## src/hw/vol_ramp_defines.svh

```systemverilog
// register indices, field positions, reset values and zero-run limits
`ifndef VOL_RAMP_DEFINES_SVH
`define VOL_RAMP_DEFINES_SVH
// register indices; the byte address is four times the index
`define VR_IDX_EMERG 10'h04F
`define VR_IDX_ZMCTL 10'h050
`define VR_IDX_ZMTIME 10'h051
`define VR_IDX_RAMPCFG 10'h060
`define VR_IDX_STATUS 10'h061
// reset values
`define VR_RST_EMERG 8'h30
`define VR_RST_ZMCTL 8'h07
`define VR_RST_ZMTIME 8'h00
`define VR_RST_RAMPCFG 32'h0000_0330
`define VR_RST_VOL 8'h30
// emergency ramp control fields
`define VR_E_RATE 7:6
`define VR_E_STEP 5:4
// zero mute control fields
`define VR_Z_LINK 2
`define VR_Z_RIGHT_EN 1
`define VR_Z_LEFT_EN 0
// zero mute time fields
`define VR_T_LEFT 6:4
`define VR_T_RIGHT 2:0
// ramp configuration fields
`define VR_C_VOL 7:0
`define VR_C_STEP 9:8
`define VR_C_RATE 11:10
`define VR_C_SOFTMUTE 12
`define VR_C_DELAY 23:16
// rate code that forces an instant mute
`define VR_RATE_INSTANT 2'h3
// volume code meaning mute
`define VR_VOL_MUTE 8'hFF
// zero-run limits in frames, figured at 96 kHz
`define VR_ZT_000 19'h0_0450
`define VR_ZT_001 19'h0_13E0
`define VR_ZT_010 19'h0_27F0
`define VR_ZT_011 19'h0_4FE0
`define VR_ZT_100 19'h0_C8A0
`define VR_ZT_101 19'h1_8F60
`define VR_ZT_110 19'h3_E760
`define VR_ZT_111 19'h7_CEC0
`define VR_ZT_SAT 19'h7_FFFF
`endif

```

## src/hw/vol_ramp_pkg.sv

```systemverilog
// types shared by the volume ramp and zero mute block
package vol_ramp_pkg;
  typedef enum logic [1:0] {
    AM_IDLE = 2'b00,
    AM_WAIT = 2'b01,
    AM_MUTED = 2'b10
  } amute_state_t;
endpackage : vol_ramp_pkg

```

## src/hw/volume_emergency_ramp_automute.sv

```systemverilog
// volume ramp, emergency ramp-down and zero-sample auto mute with axi4-lite registers
//
// Added by the designer: register access over AXI4-Lite.
`timescale 1ns/1ps
`include "vol_ramp_defines.svh"

module volume_emergency_ramp_automute
  import vol_ramp_pkg::*;
#(
  parameter int SAMPLE_W = 24,
  parameter int ADDR_W = 12,
  parameter int ZERO_SHIFT = 0
)(
  // clock and reset
  input wire logic i_ref_clk,
  input wire logic i_rst_n,
  // axi4-lite write address and data
  input wire logic i_awvalid,
  output logic o_awready,
  input wire logic [ADDR_W-1:0] i_awaddr,
  input wire logic [2:0] i_awprot,
  input wire logic i_wvalid,
  output logic o_wready,
  input wire logic [31:0] i_wdata,
  input wire logic [3:0] i_wstrb,
  // axi4-lite write response
  output logic o_bvalid,
  input wire logic i_bready,
  output logic [1:0] o_bresp,
  // axi4-lite read
  input wire logic i_arvalid,
  output logic o_arready,
  input wire logic [ADDR_W-1:0] i_araddr,
  input wire logic [2:0] i_arprot,
  output logic o_rvalid,
  input wire logic i_rready,
  output logic [31:0] o_rdata,
  output logic [1:0] o_rresp,
  // emergency pins, asynchronous
  input wire logic i_clk_error,
  input wire logic i_power_fail,
  // sample stream, one strobe per frame
  input wire logic i_frame_valid,
  input wire logic [SAMPLE_W-1:0] i_left_sample,
  input wire logic [SAMPLE_W-1:0] i_right_sample,
  // volume and mute outputs
  output logic [7:0] o_left_volume,
  output logic [7:0] o_right_volume,
  output logic o_left_automute,
  output logic o_right_automute,
  output logic o_analog_mute,
  output logic o_emergency
);

  initial
  begin
    if (SAMPLE_W < 1 || ADDR_W < 12 || ZERO_SHIFT < 0 || ZERO_SHIFT > 18)
      $error("volume_emergency_ramp_automute: unsupported parameter");
  end

  // registers
  logic [7:0] emerg_reg;
  logic [7:0] zmctl_reg;
  logic [7:0] zmtime_reg;
  logic [31:0] rampcfg_reg;
  logic awready_reg;
  logic wready_reg;
  logic bvalid_reg;
  logic [1:0] bresp_reg;
  logic arready_reg;
  logic rvalid_reg;
  logic [31:0] rdata_reg;
  logic [1:0] rresp_reg;
  logic [ADDR_W-1:0] awaddr_reg;
  logic [31:0] wdata_reg;
  logic [3:0] wstrb_reg;
  logic [1:0] err_sync_reg;
  logic [1:0] pf_sync_reg;
  logic emerg_active_reg;
  logic [1:0] div_reg;
  logic [1:0][18:0] zcnt_reg;
  logic [1:0] am_reg;
  logic [1:0][7:0] vol_reg;
  amute_state_t am_state_reg;
  amute_state_t am_state_next;
  logic [7:0] delay_cnt_reg;
  logic analog_mute_reg;

  // write address decode on the held address
  wire [9:0] wr_idx = awaddr_reg[11:2];
  wire wr_fire = !awready_reg && !wready_reg && !bvalid_reg;
  wire wr_emerg = wr_fire && (wr_idx == `VR_IDX_EMERG);
  wire wr_zmctl = wr_fire && (wr_idx == `VR_IDX_ZMCTL);
  wire wr_zmtime = wr_fire && (wr_idx == `VR_IDX_ZMTIME);
  wire wr_rampcfg = wr_fire && (wr_idx == `VR_IDX_RAMPCFG);
  wire wr_status = wr_fire && (wr_idx == `VR_IDX_STATUS);
  wire wr_hit = wr_emerg || wr_zmctl || wr_zmtime || wr_rampcfg || wr_status;
  wire [31:0] strb_mask = {{8{wstrb_reg[3]}}, {8{wstrb_reg[2]}}, {8{wstrb_reg[1]}}, {8{wstrb_reg[0]}}};
  wire [31:0] cfg_merge = (rampcfg_reg & ~strb_mask) | (wdata_reg & strb_mask);

  // read decode; status is the block's live state
  wire [9:0] rd_idx = i_araddr[11:2];
  wire ar_take = i_arvalid && arready_reg;
  wire [31:0] status_word = {12'h000, emerg_active_reg, analog_mute_reg, am_reg, vol_reg[1], vol_reg[0]};
  wire rd_hit = (rd_idx == `VR_IDX_EMERG) || (rd_idx == `VR_IDX_ZMCTL) || (rd_idx == `VR_IDX_ZMTIME)
    || (rd_idx == `VR_IDX_RAMPCFG) || (rd_idx == `VR_IDX_STATUS);
  wire [31:0] rd_word =
    (rd_idx == `VR_IDX_EMERG) ? {24'h00_0000, emerg_reg} :
    (rd_idx == `VR_IDX_ZMCTL) ? {24'h00_0000, zmctl_reg} :
    (rd_idx == `VR_IDX_ZMTIME) ? {24'h00_0000, zmtime_reg} :
    (rd_idx == `VR_IDX_RAMPCFG) ? rampcfg_reg :
    (rd_idx == `VR_IDX_STATUS) ? status_word : 32'h0000_0000;

  // write channel handshake: address and data taken in either order
  always_ff @(posedge i_ref_clk or negedge i_rst_n)
  begin
    if (!i_rst_n)
    begin
      awready_reg <= 1'b1;
      wready_reg <= 1'b1;
      bvalid_reg <= 1'b0;
      bresp_reg <= 2'h0;
      awaddr_reg <= '0;
      wdata_reg <= 32'h0000_0000;
      wstrb_reg <= 4'h0;
    end
    else
    begin
      if (i_awvalid && awready_reg)
      begin
        awready_reg <= 1'b0;
        awaddr_reg <= i_awaddr;
      end
      if (i_wvalid && wready_reg)
      begin
        wready_reg <= 1'b0;
        wdata_reg <= i_wdata;
        wstrb_reg <= i_wstrb;
      end
      if (wr_fire)
      begin
        bvalid_reg <= 1'b1;
        bresp_reg <= wr_hit ? 2'h0 : 2'h2; // unmapped answers slverr
      end
      if (bvalid_reg && i_bready)
      begin
        bvalid_reg <= 1'b0;
        awready_reg <= 1'b1;
        wready_reg <= 1'b1;
      end
    end
  end

  // configuration registers; status writes are accepted and dropped
  always_ff @(posedge i_ref_clk or negedge i_rst_n)
  begin
    if (!i_rst_n)
    begin
      emerg_reg <= `VR_RST_EMERG;
      zmctl_reg <= `VR_RST_ZMCTL;
      zmtime_reg <= `VR_RST_ZMTIME;
      rampcfg_reg <= `VR_RST_RAMPCFG;
    end
    else
    begin
      if (wr_emerg && wstrb_reg[0])
        emerg_reg <= wdata_reg[7:0];
      if (wr_zmctl && wstrb_reg[0])
        zmctl_reg <= wdata_reg[7:0];
      if (wr_zmtime && wstrb_reg[0])
        zmtime_reg <= wdata_reg[7:0];
      if (wr_rampcfg)
        rampcfg_reg <= cfg_merge;
    end
  end

  // read channel, one outstanding read
  always_ff @(posedge i_ref_clk or negedge i_rst_n)
  begin
    if (!i_rst_n)
    begin
      arready_reg <= 1'b1;
      rvalid_reg <= 1'b0;
      rdata_reg <= 32'h0000_0000;
      rresp_reg <= 2'h0;
    end
    else if (ar_take)
    begin
      arready_reg <= 1'b0;
      rvalid_reg <= 1'b1;
      rdata_reg <= rd_word;
      rresp_reg <= rd_hit ? 2'h0 : 2'h2;
    end
    else if (rvalid_reg && i_rready)
    begin
      arready_reg <= 1'b1;
      rvalid_reg <= 1'b0;
    end
  end

  // two-flop synchronisers for the emergency pins
  always_ff @(posedge i_ref_clk or negedge i_rst_n)
  begin
    if (!i_rst_n)
    begin
      err_sync_reg <= 2'h0;
      pf_sync_reg <= 2'h0;
      emerg_active_reg <= 1'b0;
    end
    else
    begin
      err_sync_reg <= {err_sync_reg[0], i_clk_error};
      pf_sync_reg <= {pf_sync_reg[0], i_power_fail};
      emerg_active_reg <= err_sync_reg[1] || pf_sync_reg[1];
    end
  end

  wire [1:0] ramp_rate = emerg_active_reg ? emerg_reg[`VR_E_RATE] : rampcfg_reg[`VR_C_RATE];
  wire [1:0] ramp_step = emerg_active_reg ? emerg_reg[`VR_E_STEP] : rampcfg_reg[`VR_C_STEP];
  // half-dB codes per update: 8, 4, 2, 1
  wire [7:0] step_amt = 8'h08 >> ramp_step;
  // update every 1, 2 or 4 frames
  wire ramp_tick = i_frame_valid && ((ramp_rate == 2'h0) || (ramp_rate == 2'h1 && div_reg[0])
    || (ramp_rate == 2'h2 && div_reg == 2'h3));

  // frame divider, free running so updates stay evenly spaced
  always_ff @(posedge i_ref_clk or negedge i_rst_n)
  begin
    if (!i_rst_n)
      div_reg <= 2'h0;
    else if (i_frame_valid)
      div_reg <= div_reg + 2'h1;
  end

  // zero-run limit per time code, shortenable for simulation
  function automatic logic [18:0] zero_limit(input logic [2:0] code);
    logic [18:0] lim;
    lim = `VR_ZT_000;
    unique case (code)
      3'h0: lim = `VR_ZT_000;
      3'h1: lim = `VR_ZT_001;
      3'h2: lim = `VR_ZT_010;
      3'h3: lim = `VR_ZT_011;
      3'h4: lim = `VR_ZT_100;
      3'h5: lim = `VR_ZT_101;
      3'h6: lim = `VR_ZT_110;
      3'h7: lim = `VR_ZT_111;
    endcase
    zero_limit = lim >> ZERO_SHIFT;
  endfunction : zero_limit

  // per-channel limits; index 0 left, 1 right
  wire [1:0][18:0] zlimit = {zero_limit(zmtime_reg[`VR_T_RIGHT]), zero_limit(zmtime_reg[`VR_T_LEFT])};
  wire [1:0][SAMPLE_W-1:0] samples = {i_right_sample, i_left_sample};
  wire [1:0] ch_en = {zmctl_reg[`VR_Z_RIGHT_EN], zmctl_reg[`VR_Z_LEFT_EN]};
  wire [1:0] qual;
  wire [1:0] am_next;
  wire soft_mute = rampcfg_reg[`VR_C_SOFTMUTE];

  assign am_next = zmctl_reg[`VR_Z_LINK] ? {2{&qual}} : qual;

  genvar ch;
  generate
    for (ch = 0; ch < 2; ch++)
    begin : g_chan
      // qualify only when the channel is enabled
      assign qual[ch] = ch_en[ch] && (zcnt_reg[ch] >= zlimit[ch]);

      // zero-run counter, saturating so long silence never wraps
      always_ff @(posedge i_ref_clk or negedge i_rst_n)
      begin
        if (!i_rst_n)
          zcnt_reg[ch] <= 19'h0_0000;
        else if (i_frame_valid)
          zcnt_reg[ch] <= (samples[ch] != '0) ? 19'h0_0000 :
            (zcnt_reg[ch] == `VR_ZT_SAT) ? zcnt_reg[ch] : zcnt_reg[ch] + 19'h0_0001;
      end

      // channel volume: ramp toward mute, restore the target at once
      always_ff @(posedge i_ref_clk or negedge i_rst_n)
      begin
        if (!i_rst_n)
        begin
          am_reg[ch] <= 1'b0;
          vol_reg[ch] <= `VR_RST_VOL;
        end
        else
        begin
          am_reg[ch] <= am_next[ch];
          if (emerg_active_reg || soft_mute || am_reg[ch])
          begin
            if (ramp_rate == `VR_RATE_INSTANT)
              vol_reg[ch] <= `VR_VOL_MUTE;
            else if (ramp_tick)
              vol_reg[ch] <= (vol_reg[ch] > (`VR_VOL_MUTE - step_amt)) ? `VR_VOL_MUTE : vol_reg[ch] + step_amt;
          end
          else
            vol_reg[ch] <= rampcfg_reg[`VR_C_VOL];
        end
      end
    end
  endgenerate

  // analog mute follows full digital mute after the frame delay
  wire both_muted = (vol_reg[0] == `VR_VOL_MUTE) && (vol_reg[1] == `VR_VOL_MUTE);
  wire [7:0] amute_delay = rampcfg_reg[`VR_C_DELAY];
  wire delay_done = i_frame_valid && (delay_cnt_reg == amute_delay - 8'h01);

  always_comb
  begin
    am_state_next = am_state_reg;
    unique case (am_state_reg)
      AM_IDLE:
        if (both_muted)
          am_state_next = (amute_delay == 8'h00) ? AM_MUTED : AM_WAIT;
      AM_WAIT:
        if (!both_muted)
          am_state_next = AM_IDLE;
        else if (delay_done)
          am_state_next = AM_MUTED;
      AM_MUTED:
        if (!both_muted)
          am_state_next = AM_IDLE;
      default:
        am_state_next = AM_IDLE;
    endcase
  end

  // delay counter counts frames only while waiting
  always_ff @(posedge i_ref_clk or negedge i_rst_n)
  begin
    if (!i_rst_n)
    begin
      am_state_reg <= AM_IDLE;
      delay_cnt_reg <= 8'h00;
      analog_mute_reg <= 1'b0;
    end
    else
    begin
      am_state_reg <= am_state_next;
      analog_mute_reg <= (am_state_next == AM_MUTED);
      if (am_state_reg != AM_WAIT)
        delay_cnt_reg <= 8'h00;
      else if (i_frame_valid)
        delay_cnt_reg <= delay_cnt_reg + 8'h01;
    end
  end

  // outputs straight from flops
  assign o_awready = awready_reg;
  assign o_wready = wready_reg;
  assign o_bvalid = bvalid_reg;
  assign o_bresp = bresp_reg;
  assign o_arready = arready_reg;
  assign o_rvalid = rvalid_reg;
  assign o_rdata = rdata_reg;
  assign o_rresp = rresp_reg;
  assign o_left_volume = vol_reg[0];
  assign o_right_volume = vol_reg[1];
  assign o_left_automute = am_reg[0];
  assign o_right_automute = am_reg[1];
  assign o_analog_mute = analog_mute_reg;
  assign o_emergency = emerg_active_reg;

endmodule : volume_emergency_ramp_automute

```

## config.mk

```make
export PLATFORM = sky130hd
export DESIGN_NAME = volume_emergency_ramp_automute
export DESIGN_NICKNAME = d
export VERILOG_FILES = /design/src/hw/vol_ramp_pkg.sv /design/src/hw/volume_emergency_ramp_automute.sv
export VERILOG_INCLUDE_DIRS = /design/src /design/src/hw
export SDC_FILE = /design/constraint.sdc
export NUM_CORES = 1
export LEC_CHECK = 0
export ABC_CLOCK_PERIOD_IN_PS = 8000
export BUFFER_PORTS_ARGS = -buffer_cell sky130_fd_sc_hd__buf_2
export CORE_ASPECT_RATIO = 1.1
export CORE_MARGIN = 4
export CORE_UTILIZATION = 43
export CTS_CLUSTER_DIAMETER = 60
export DETAILED_ROUTE_END_ITERATION = 10
export PLACE_DENSITY = 0.69
export SYNTH_ARGS = -nofsm -noshare
export SYNTH_HDL_FRONTEND = slang
export SYNTH_SLANG_ARGS = --single-unit
```

## constraint.sdc

```tcl
create_clock -name i_ref_clk -period 8 [get_ports i_ref_clk]
set_clock_uncertainty 0.05 [all_clocks]
set_input_delay 0 -clock i_ref_clk [delete_from_list [all_inputs] [get_ports i_ref_clk]]
set_output_delay 0 -clock i_ref_clk [all_outputs]
set_load 0.05 [all_outputs]
```

==> results.py, run 1 <==
metrics = {
    "run_status": {
        "status": "completed",
    },
    "worst_setup_path": {
        "path_class": "flip-flop to flip-flop",
        "rr_worst_depth": 9,
        "cp-end-kind": "flip-flop",
        "regToRegSetupSlack_ns": 4.70,
        "crit_arrival_ns": 3.67,
        "r2r_start": "o_emergency",
        "critPathMaxFanout": 15,
        "reg2reg_to": "o_right_volume[7]",
        "start_kind": "flip-flop",
        "critPathRequiredTime_ns": 8.37,
    },
    "floorplan": {
        "row_count": 62,
        "start_util": 0.440,
        "die_h_um": 180,
        "io_pins": 185,
        "coreArea_sq_mm": 0.0263,
        "die_area_sq_mm": 0.0296,
        "fp.dieW_um": 164,
    },
    "yosys": {
        "synth_edf_count": 0,
        "synth_common_cells": "199 x dfrtp_1, 102 x mux2_2, 78 x nand2_1",
        "yosysSeqAreaShare": 0.467,
        "synthCells": 1067,
        "syn_area_sq_mm": 0.0116,
        "synth_most_common_cell": "dfrtp_1",
        "synth_top_flop_cell": "dfrtp_1",
        "syn_avg_cell_area_sq_um": 10.8,
        "ys_seq_elements": 215,
        "synth_cell_type_count": 81,
        "yosys_warnings": 0,
        "synthTopCellsByArea": "dfrtp_1 43%, mux2_2 9.9%, ha_1 6.5%",
        "synth_area_leader_cell": "dfrtp_1",
        "synth_top_cell_area_share": 0.430,
        "async_flop_share": 1.00,
    },
    "placement": {
        "place_hpwl_mm": 20.4,
        "io_buffers": 172,
        "post-place-ws_ns": 4.77,
        "dp_cells": 1550,
        "gp_congestion": 0.856,
    },
    "clocking": {
        "clk_transition_reported_paths_ns": 0.06,
        "cts_root_buffer": "clkbuf_16",
        "htreeDepth": 1,
        "cts-resized-gates": 0,
        "cts_tree": "done",
        "cts_hold_buf": 71,
        "cts-buffers-inserted": 24,
        "post_cts_buffers": 0,
        "clockBufferDepth": 3,
        "clock-sinks": 215,
        "clkLatencyLatePin_ns": 0.52,
    },
    "power_and_ir_drop": {
        "power_density_mw_per_mm2": 225,
        "p_int_w": 0.00220,
        "power_frac_comb": 0.213,
        "power.share.clock": 0.335,
        "power_frac_seq": 0.452,
        "netSwitchingPower_w": 0.000998,
        "p_total_w": 0.00319,
        "p_leak_nw": 6.64,
        "ir_worst_vdd_mv": 0.233,
        "switching_share": 0.312,
    },
    "timing": {
        "setup_slack_ns": 4.70,
        "final.setup.tns_ns": 0,
        "setup_viol": 0,
        "min_period_over_period": 0.412,
        "clock.fmax_mhz": 303,
        "slew_violations": 0,
        "layout_min_cycle_time_ns": 3.30,
        "hold_viol": 0,
        "slew_headroom": 0.250,
        "rsz0062_at_grt": "no",
        "max_slew.worst_pin.slew_ns": 1.12,
    },
    "detailed_routing": {
        "num_vias": 9286,
        "drtPass1Iterations": 5,
        "avgRoutedWirePerCell_um": 17.5,
        "routed_wl_mm": 29.1,
        "drc": 0,
        "avgViaCountPerCell": 5.58,
        "first_iter_violations": 807,
        "ant_nets": 0,
    },
    "final_layout": {
        "antenna_cells": 0,
        "fin_cells": 1665,
        "fillCellCount": 2254,
        "drive_gt1_frac": 0.265,
        "area_delta_synth_final_pct": 22.6,
        "utilization": 0.539,
        "fin_nets": 1481,
    },
    "global_routing": {
        "grt_max_degree": 83,
        "grt_overflow_total": 0,
        "antenna_found_initial": 1,
        "grt_pass1_vias": 9468,
        "grt_pass1_wl_mm": 48.5,
        "track_usage": 0.197,
    },
    "run": {
        "cap_violations": 0,
    },
    "worst_hold_path": {
        "min_path_type": "primary input to asynchronous set/reset pin",
    },
}
==> through the flow <==
step | hold WS [ns] | instance area [sq um]
CTS | 0.00443 | 14200
floorplan | -0.346 | 11600
global placement | -0.0178 | 12700
finish | 0.00743 | 14200
global route | 0.0342 | 14200
detailed placement | -0.0158 | 12700
==> per-layer routing <==
| layer | vias up | routed length, um | global-route usage |
|---|---|---|---|
| li1 | 4399 | - | - |
| met2 | 234 | 14000 | 0.331 |
| met3 | 34 | 1750 | 0.0384 |
| met5 | - | 13 | 0 |
| met4 | 2 | 571 | 0.0429 |
| met1 | 4617 | 12700 | 0.265 |
==> how the worst max path moves through the flow <==
| stage | startpoint | endpoint | slack, ns |
|---|---|---|---|
| 6_report | o_emergency | o_right_volume[7] | 4.70 |
| 4_1_cts | o_emergency | o_right_volume[7] | 4.73 |
| 3_3_place_gp | o_emergency | o_right_volume[4] | 4.82 |
| 3_5_place_dp | o_emergency | o_right_volume[4] | 4.77 |
| 2_1_floorplan | o_emergency | o_right_volume[6] | 5.01 |
| 5_1_grt | o_emergency | o_right_volume[7] | 4.36 |
==> kinds of logic after synthesis <==
kind of cell | count (synthesis) | share of synthesized area
compound gates | 210 | 0.125
simple gates | 313 | 0.150
other cells | 1 | 0.000324
buf+inv | 94 | 0.0335
xor+xnor | 41 | 0.0310
mux | 131 | 0.125
flops | 215 | 0.467
fa+ha+maj | 62 | 0.0683
==> power by group through the flow <==
stage,Sequential [W],Clock (W),Combinational [W]
global route,0.00147,0.00115,0.000742
floorplan,0.00155,0,0.000352
finish,0.00144,0.00107,0.000680
global placement,0.00145,0,0.000633
detailed placement,0.00146,0,0.000650
CTS,0.00144,0.00109,0.000682
==> critical path, stage by stage (launching register included) <==
cell      delay [ns]
dfrtp_1         0.71
nor2b_1         0.13
a21oi_1         0.44
inv_1           0.15
ha_1            0.33
nor2b_1         0.14
o211ai_1        0.10
a21oi_1         0.72
o31ai_1         0.17
a211oi_1        0.27
==> cell type report <==
cell class,instances,area (sq um),area share
multi-input cells,759,5790,0.408
flip-flops and latches,215,5400,0.381
repair buffers,246,1600,0.113
clock buffers,37,689,0.0486
well taps,352,440,0.0311
inverters,49,184,0.0130
clock inverters,7,77.6,0.00547
==> layout by cell type, fill, tap and decap left out, types with 16 or more instances in the layout <==
cell | Yosys | final
clkbuf_16 | 0 | 24
mux2_2 | 102 | 102
xnor2_1 | 17 | 17
nor2_1 | 58 | 58
ha_1 | 60 | 60
dfstp_2 | 16 | 16
dfrtp_1 | 199 | 199
o211ai_1 | 16 | 16
inv_1 | 48 | 48
xor2_1 | 24 | 24
dlygate4sd3_1 | 0 | 71
nor3_1 | 16 | 16
and3_1 | 21 | 21
nand3_1 | 22 | 22
buf_2 | 7 | 171
mux2i_1 | 23 | 23
a21oi_1 | 33 | 33
nand2_1 | 78 | 77
o21ai_0 | 42 | 42
nand4_1 | 32 | 32
Note: power is estimated with default switching activity, not from simulation.
==> run 2, diff against run 1 <==
--- a/config.mk
+++ b/config.mk
@@ -6,14 +6,14 @@
 export SDC_FILE = /design/constraint.sdc
 export NUM_CORES = 1
 export LEC_CHECK = 0
-export ABC_CLOCK_PERIOD_IN_PS = 8000
+export ABC_CLOCK_PERIOD_IN_PS = 2880
 export BUFFER_PORTS_ARGS = -buffer_cell sky130_fd_sc_hd__buf_2
 export CORE_ASPECT_RATIO = 1.1
 export CORE_MARGIN = 4
 export CORE_UTILIZATION = 43
 export CTS_CLUSTER_DIAMETER = 60
 export DETAILED_ROUTE_END_ITERATION = 10
-export PLACE_DENSITY = 0.69
+export PLACE_DENSITY = 0.72
 export SYNTH_ARGS = -nofsm -noshare
 export SYNTH_HDL_FRONTEND = slang
 export SYNTH_SLANG_ARGS = --single-unit
==> constraint.sdc (replaced) <==
create_clock -name i_ref_clk -period 2.88 [get_ports i_ref_clk]
set_clock_uncertainty 0.05 [all_clocks]
set_input_delay 0 -clock i_ref_clk [delete_from_list [all_inputs] [get_ports i_ref_clk]]
set_output_delay 0 -clock i_ref_clk [all_outputs]
set_load 0.05 [all_outputs]
==> results.py, run 2 (same netlist as run 1, synthesis figures left out) <==
metrics = {
    "run_status": {
        "status": "completed",
    },
    "timing": {
        "min_period_over_period": 0.949,
        "slew_violations": 0,
        "max_slew.worst_pin.slew_ns": 1.01,
        "rsz0062_at_grt": "no",
        "slew_headroom": 0.323,
        "setup_viol": 0,
        "setup_slack_ns": 0.148,
        "hold_viol": 0,
        "final.setup.tns_ns": 0,
        "clock.fmax_mhz": 366,
        "layout_min_cycle_time_ns": 2.73,
    },
    "clocking": {
        "post_cts_buffers": 0,
        "clock-sinks": 215,
        "clk_transition_reported_paths_ns": 0.06,
        "clockBufferDepth": 3,
        "htreeDepth": 1,
        "cts_tree": "done",
        "clkLatencyLatePin_ns": 0.54,
        "cts-buffers-inserted": 25,
        "cts_root_buffer": "clkbuf_16",
    },
    "power_and_ir_drop": {
        "ir_worst_vdd_mv": 0.893,
        "power_density_mw_per_mm2": 640,
        "p_leak_nw": 6.82,
        "p_total_w": 0.00927,
    },
    "global_routing": {
        "grt_pass1_vias": 9791,
        "grt_max_degree": 49,
        "grt_pass1_wl_mm": 50.9,
        "grt_overflow_total": 0,
        "antenna_found_initial": 1,
        "track_usage": 0.208,
    },
    "worst_hold_path": {
        "min_path_type": "primary input to flip-flop",
        "hold_path_depth": 6,
    },
    "final_layout": {
        "area_delta_synth_final_pct": 25.2,
        "antenna_cells": 0,
        "final_common_cell": "dfrtp_1",
        "fin_nets": 1506,
        "drive_gt1_frac": 0.285,
        "final_cell_mix": "198 x dfrtp_1, 171 x buf_2, 102 x mux2_2",
    },
    "worst_setup_path": {
        "crit_path_end": "zcnt_reg[1]",
        "rr_worst_depth": 7,
        "start_kind": "flip-flop",
        "critPathRequiredTime_ns": 3.24,
        "crit_arrival_ns": 3.09,
        "cp-startpoint": "zcnt_reg[1]",
        "reg2reg_to": "zcnt_reg[1]",
        "regToRegSetupSlack_ns": 0.15,
        "critPathMaxFanout": 11,
        "r2r_start": "zcnt_reg[1]",
        "cp-end-kind": "flip-flop",
        "path_class": "flip-flop to flip-flop",
    },
    "detailed_routing": {
        "avgViaCountPerCell": 5.62,
        "drc": 0,
        "drtPass1Iterations": 5,
        "avgRoutedWirePerCell_um": 18.4,
        "ant_nets": 0,
        "first_iter_violations": 544,
        "routed_wl_mm": 31.0,
        "num_vias": 9509,
    },
    "placement": {
        "place_hpwl_mm": 21.5,
        "io_buffers": 172,
        "post-place-ws_ns": 0.127,
        "gp_congestion": 0.916,
    },
    "floorplan": {
        "die_h_um": 180,
        "io_pins": 185,
        "fp.dieW_um": 164,
        "row_count": 62,
        "die_area_sq_mm": 0.0296,
        "start_util": 0.440,
        "coreArea_sq_mm": 0.0263,
    },
    "run": {
        "cap_violations": 0,
    },
}
run 2: changes by cell type in the layout (fill, tap and decap cells not counted), moves of 2 or more:
cell	previous run	this run
buf_4	3	25
clkbuf_1	9	6
buf_12	0	2
bufinv_16	1	3
nor2b_1	6	4
nor2b_2	0	2
run 2: repair_timing:
action,CTS,global route
resized for setup,0,5
hold buffers,72,0
hold endpoints to repair,268,0
endpoints found under the setup margin,0,2
run 2: how the worst min path moves through the flow:
stage / start / endpoint / slack, ns
6_report: i_right_sample[11] / zcnt_reg[28] / 0.02
5_1_grt: i_power_fail / pf_sync_reg[0] / 0.05
4_1_cts: i_araddr[7] / o_rdata[4] / 0.007
3_5_place_dp: i_rst_n / awaddr_reg[8] / -0.04
3_3_place_gp: i_rst_n / awaddr_reg[8] / -0.04
2_1_floorplan: i_rst_n / asynchronous set/reset pin / -0.35
run 2: metrics by stage:
| stage | hold WS, ns | cells | utilization | area [sq um] |
|---|---|---|---|---|
| floorplan | -0.346 | 1068 | - | 11600 |
| global placement | -0.0369 | 1573 | 0.490 | 12900 |
| detailed placement | -0.0370 | 1573 | 0.490 | 12900 |
| CTS | 0.00705 | 1691 | 0.551 | 14500 |
| global route | 0.0521 | 1691 | 0.551 | 14500 |
| finish | 0.0227 | 1691 | 0.551 | 14500 |
run 2: final cells by class:
class | count | area, sq um
clock buffers | 34 | 689
clock inverters | 12 | 165
fillers | 2177 | 11800
inverters | 49 | 184
multi-input cells | 759 | 5800
flip-flops and latches | 215 | 5400
well taps | 352 | 440
repair buffers | 270 | 1810
run 2: worst max-delay path: stages, from the launching register on:
cell and delay [ns]:
dfrtp_1 0.39, ha_1 0.20, and4_1 0.45, nand3_1 0.19
nand4_1 0.13, dlygate4sd3_1 0.55, o21ai_0 0.08, dlygate4sd3_1 0.57
run 2: power breakdown:
part | switching, W | internal (W) | leakage (nW)
combinational | 0.00111 | 0.000836 | 3.61
sequential | 0.000495 | 0.00355 | 2.79
clock | 0.00130 | 0.00197 | 0.415
run 2: layer usage:
| layer | track usage | vias up | wire length (um) |
|---|---|---|---|
| met5 | 0 | - | 13 |
| met4 | 0.0566 | 2 | 729 |
| met3 | 0.0485 | 52 | 2050 |
| met2 | 0.351 | 263 | 15100 |
| met1 | 0.270 | 4733 | 13100 |
| li1 | - | 4459 | - |
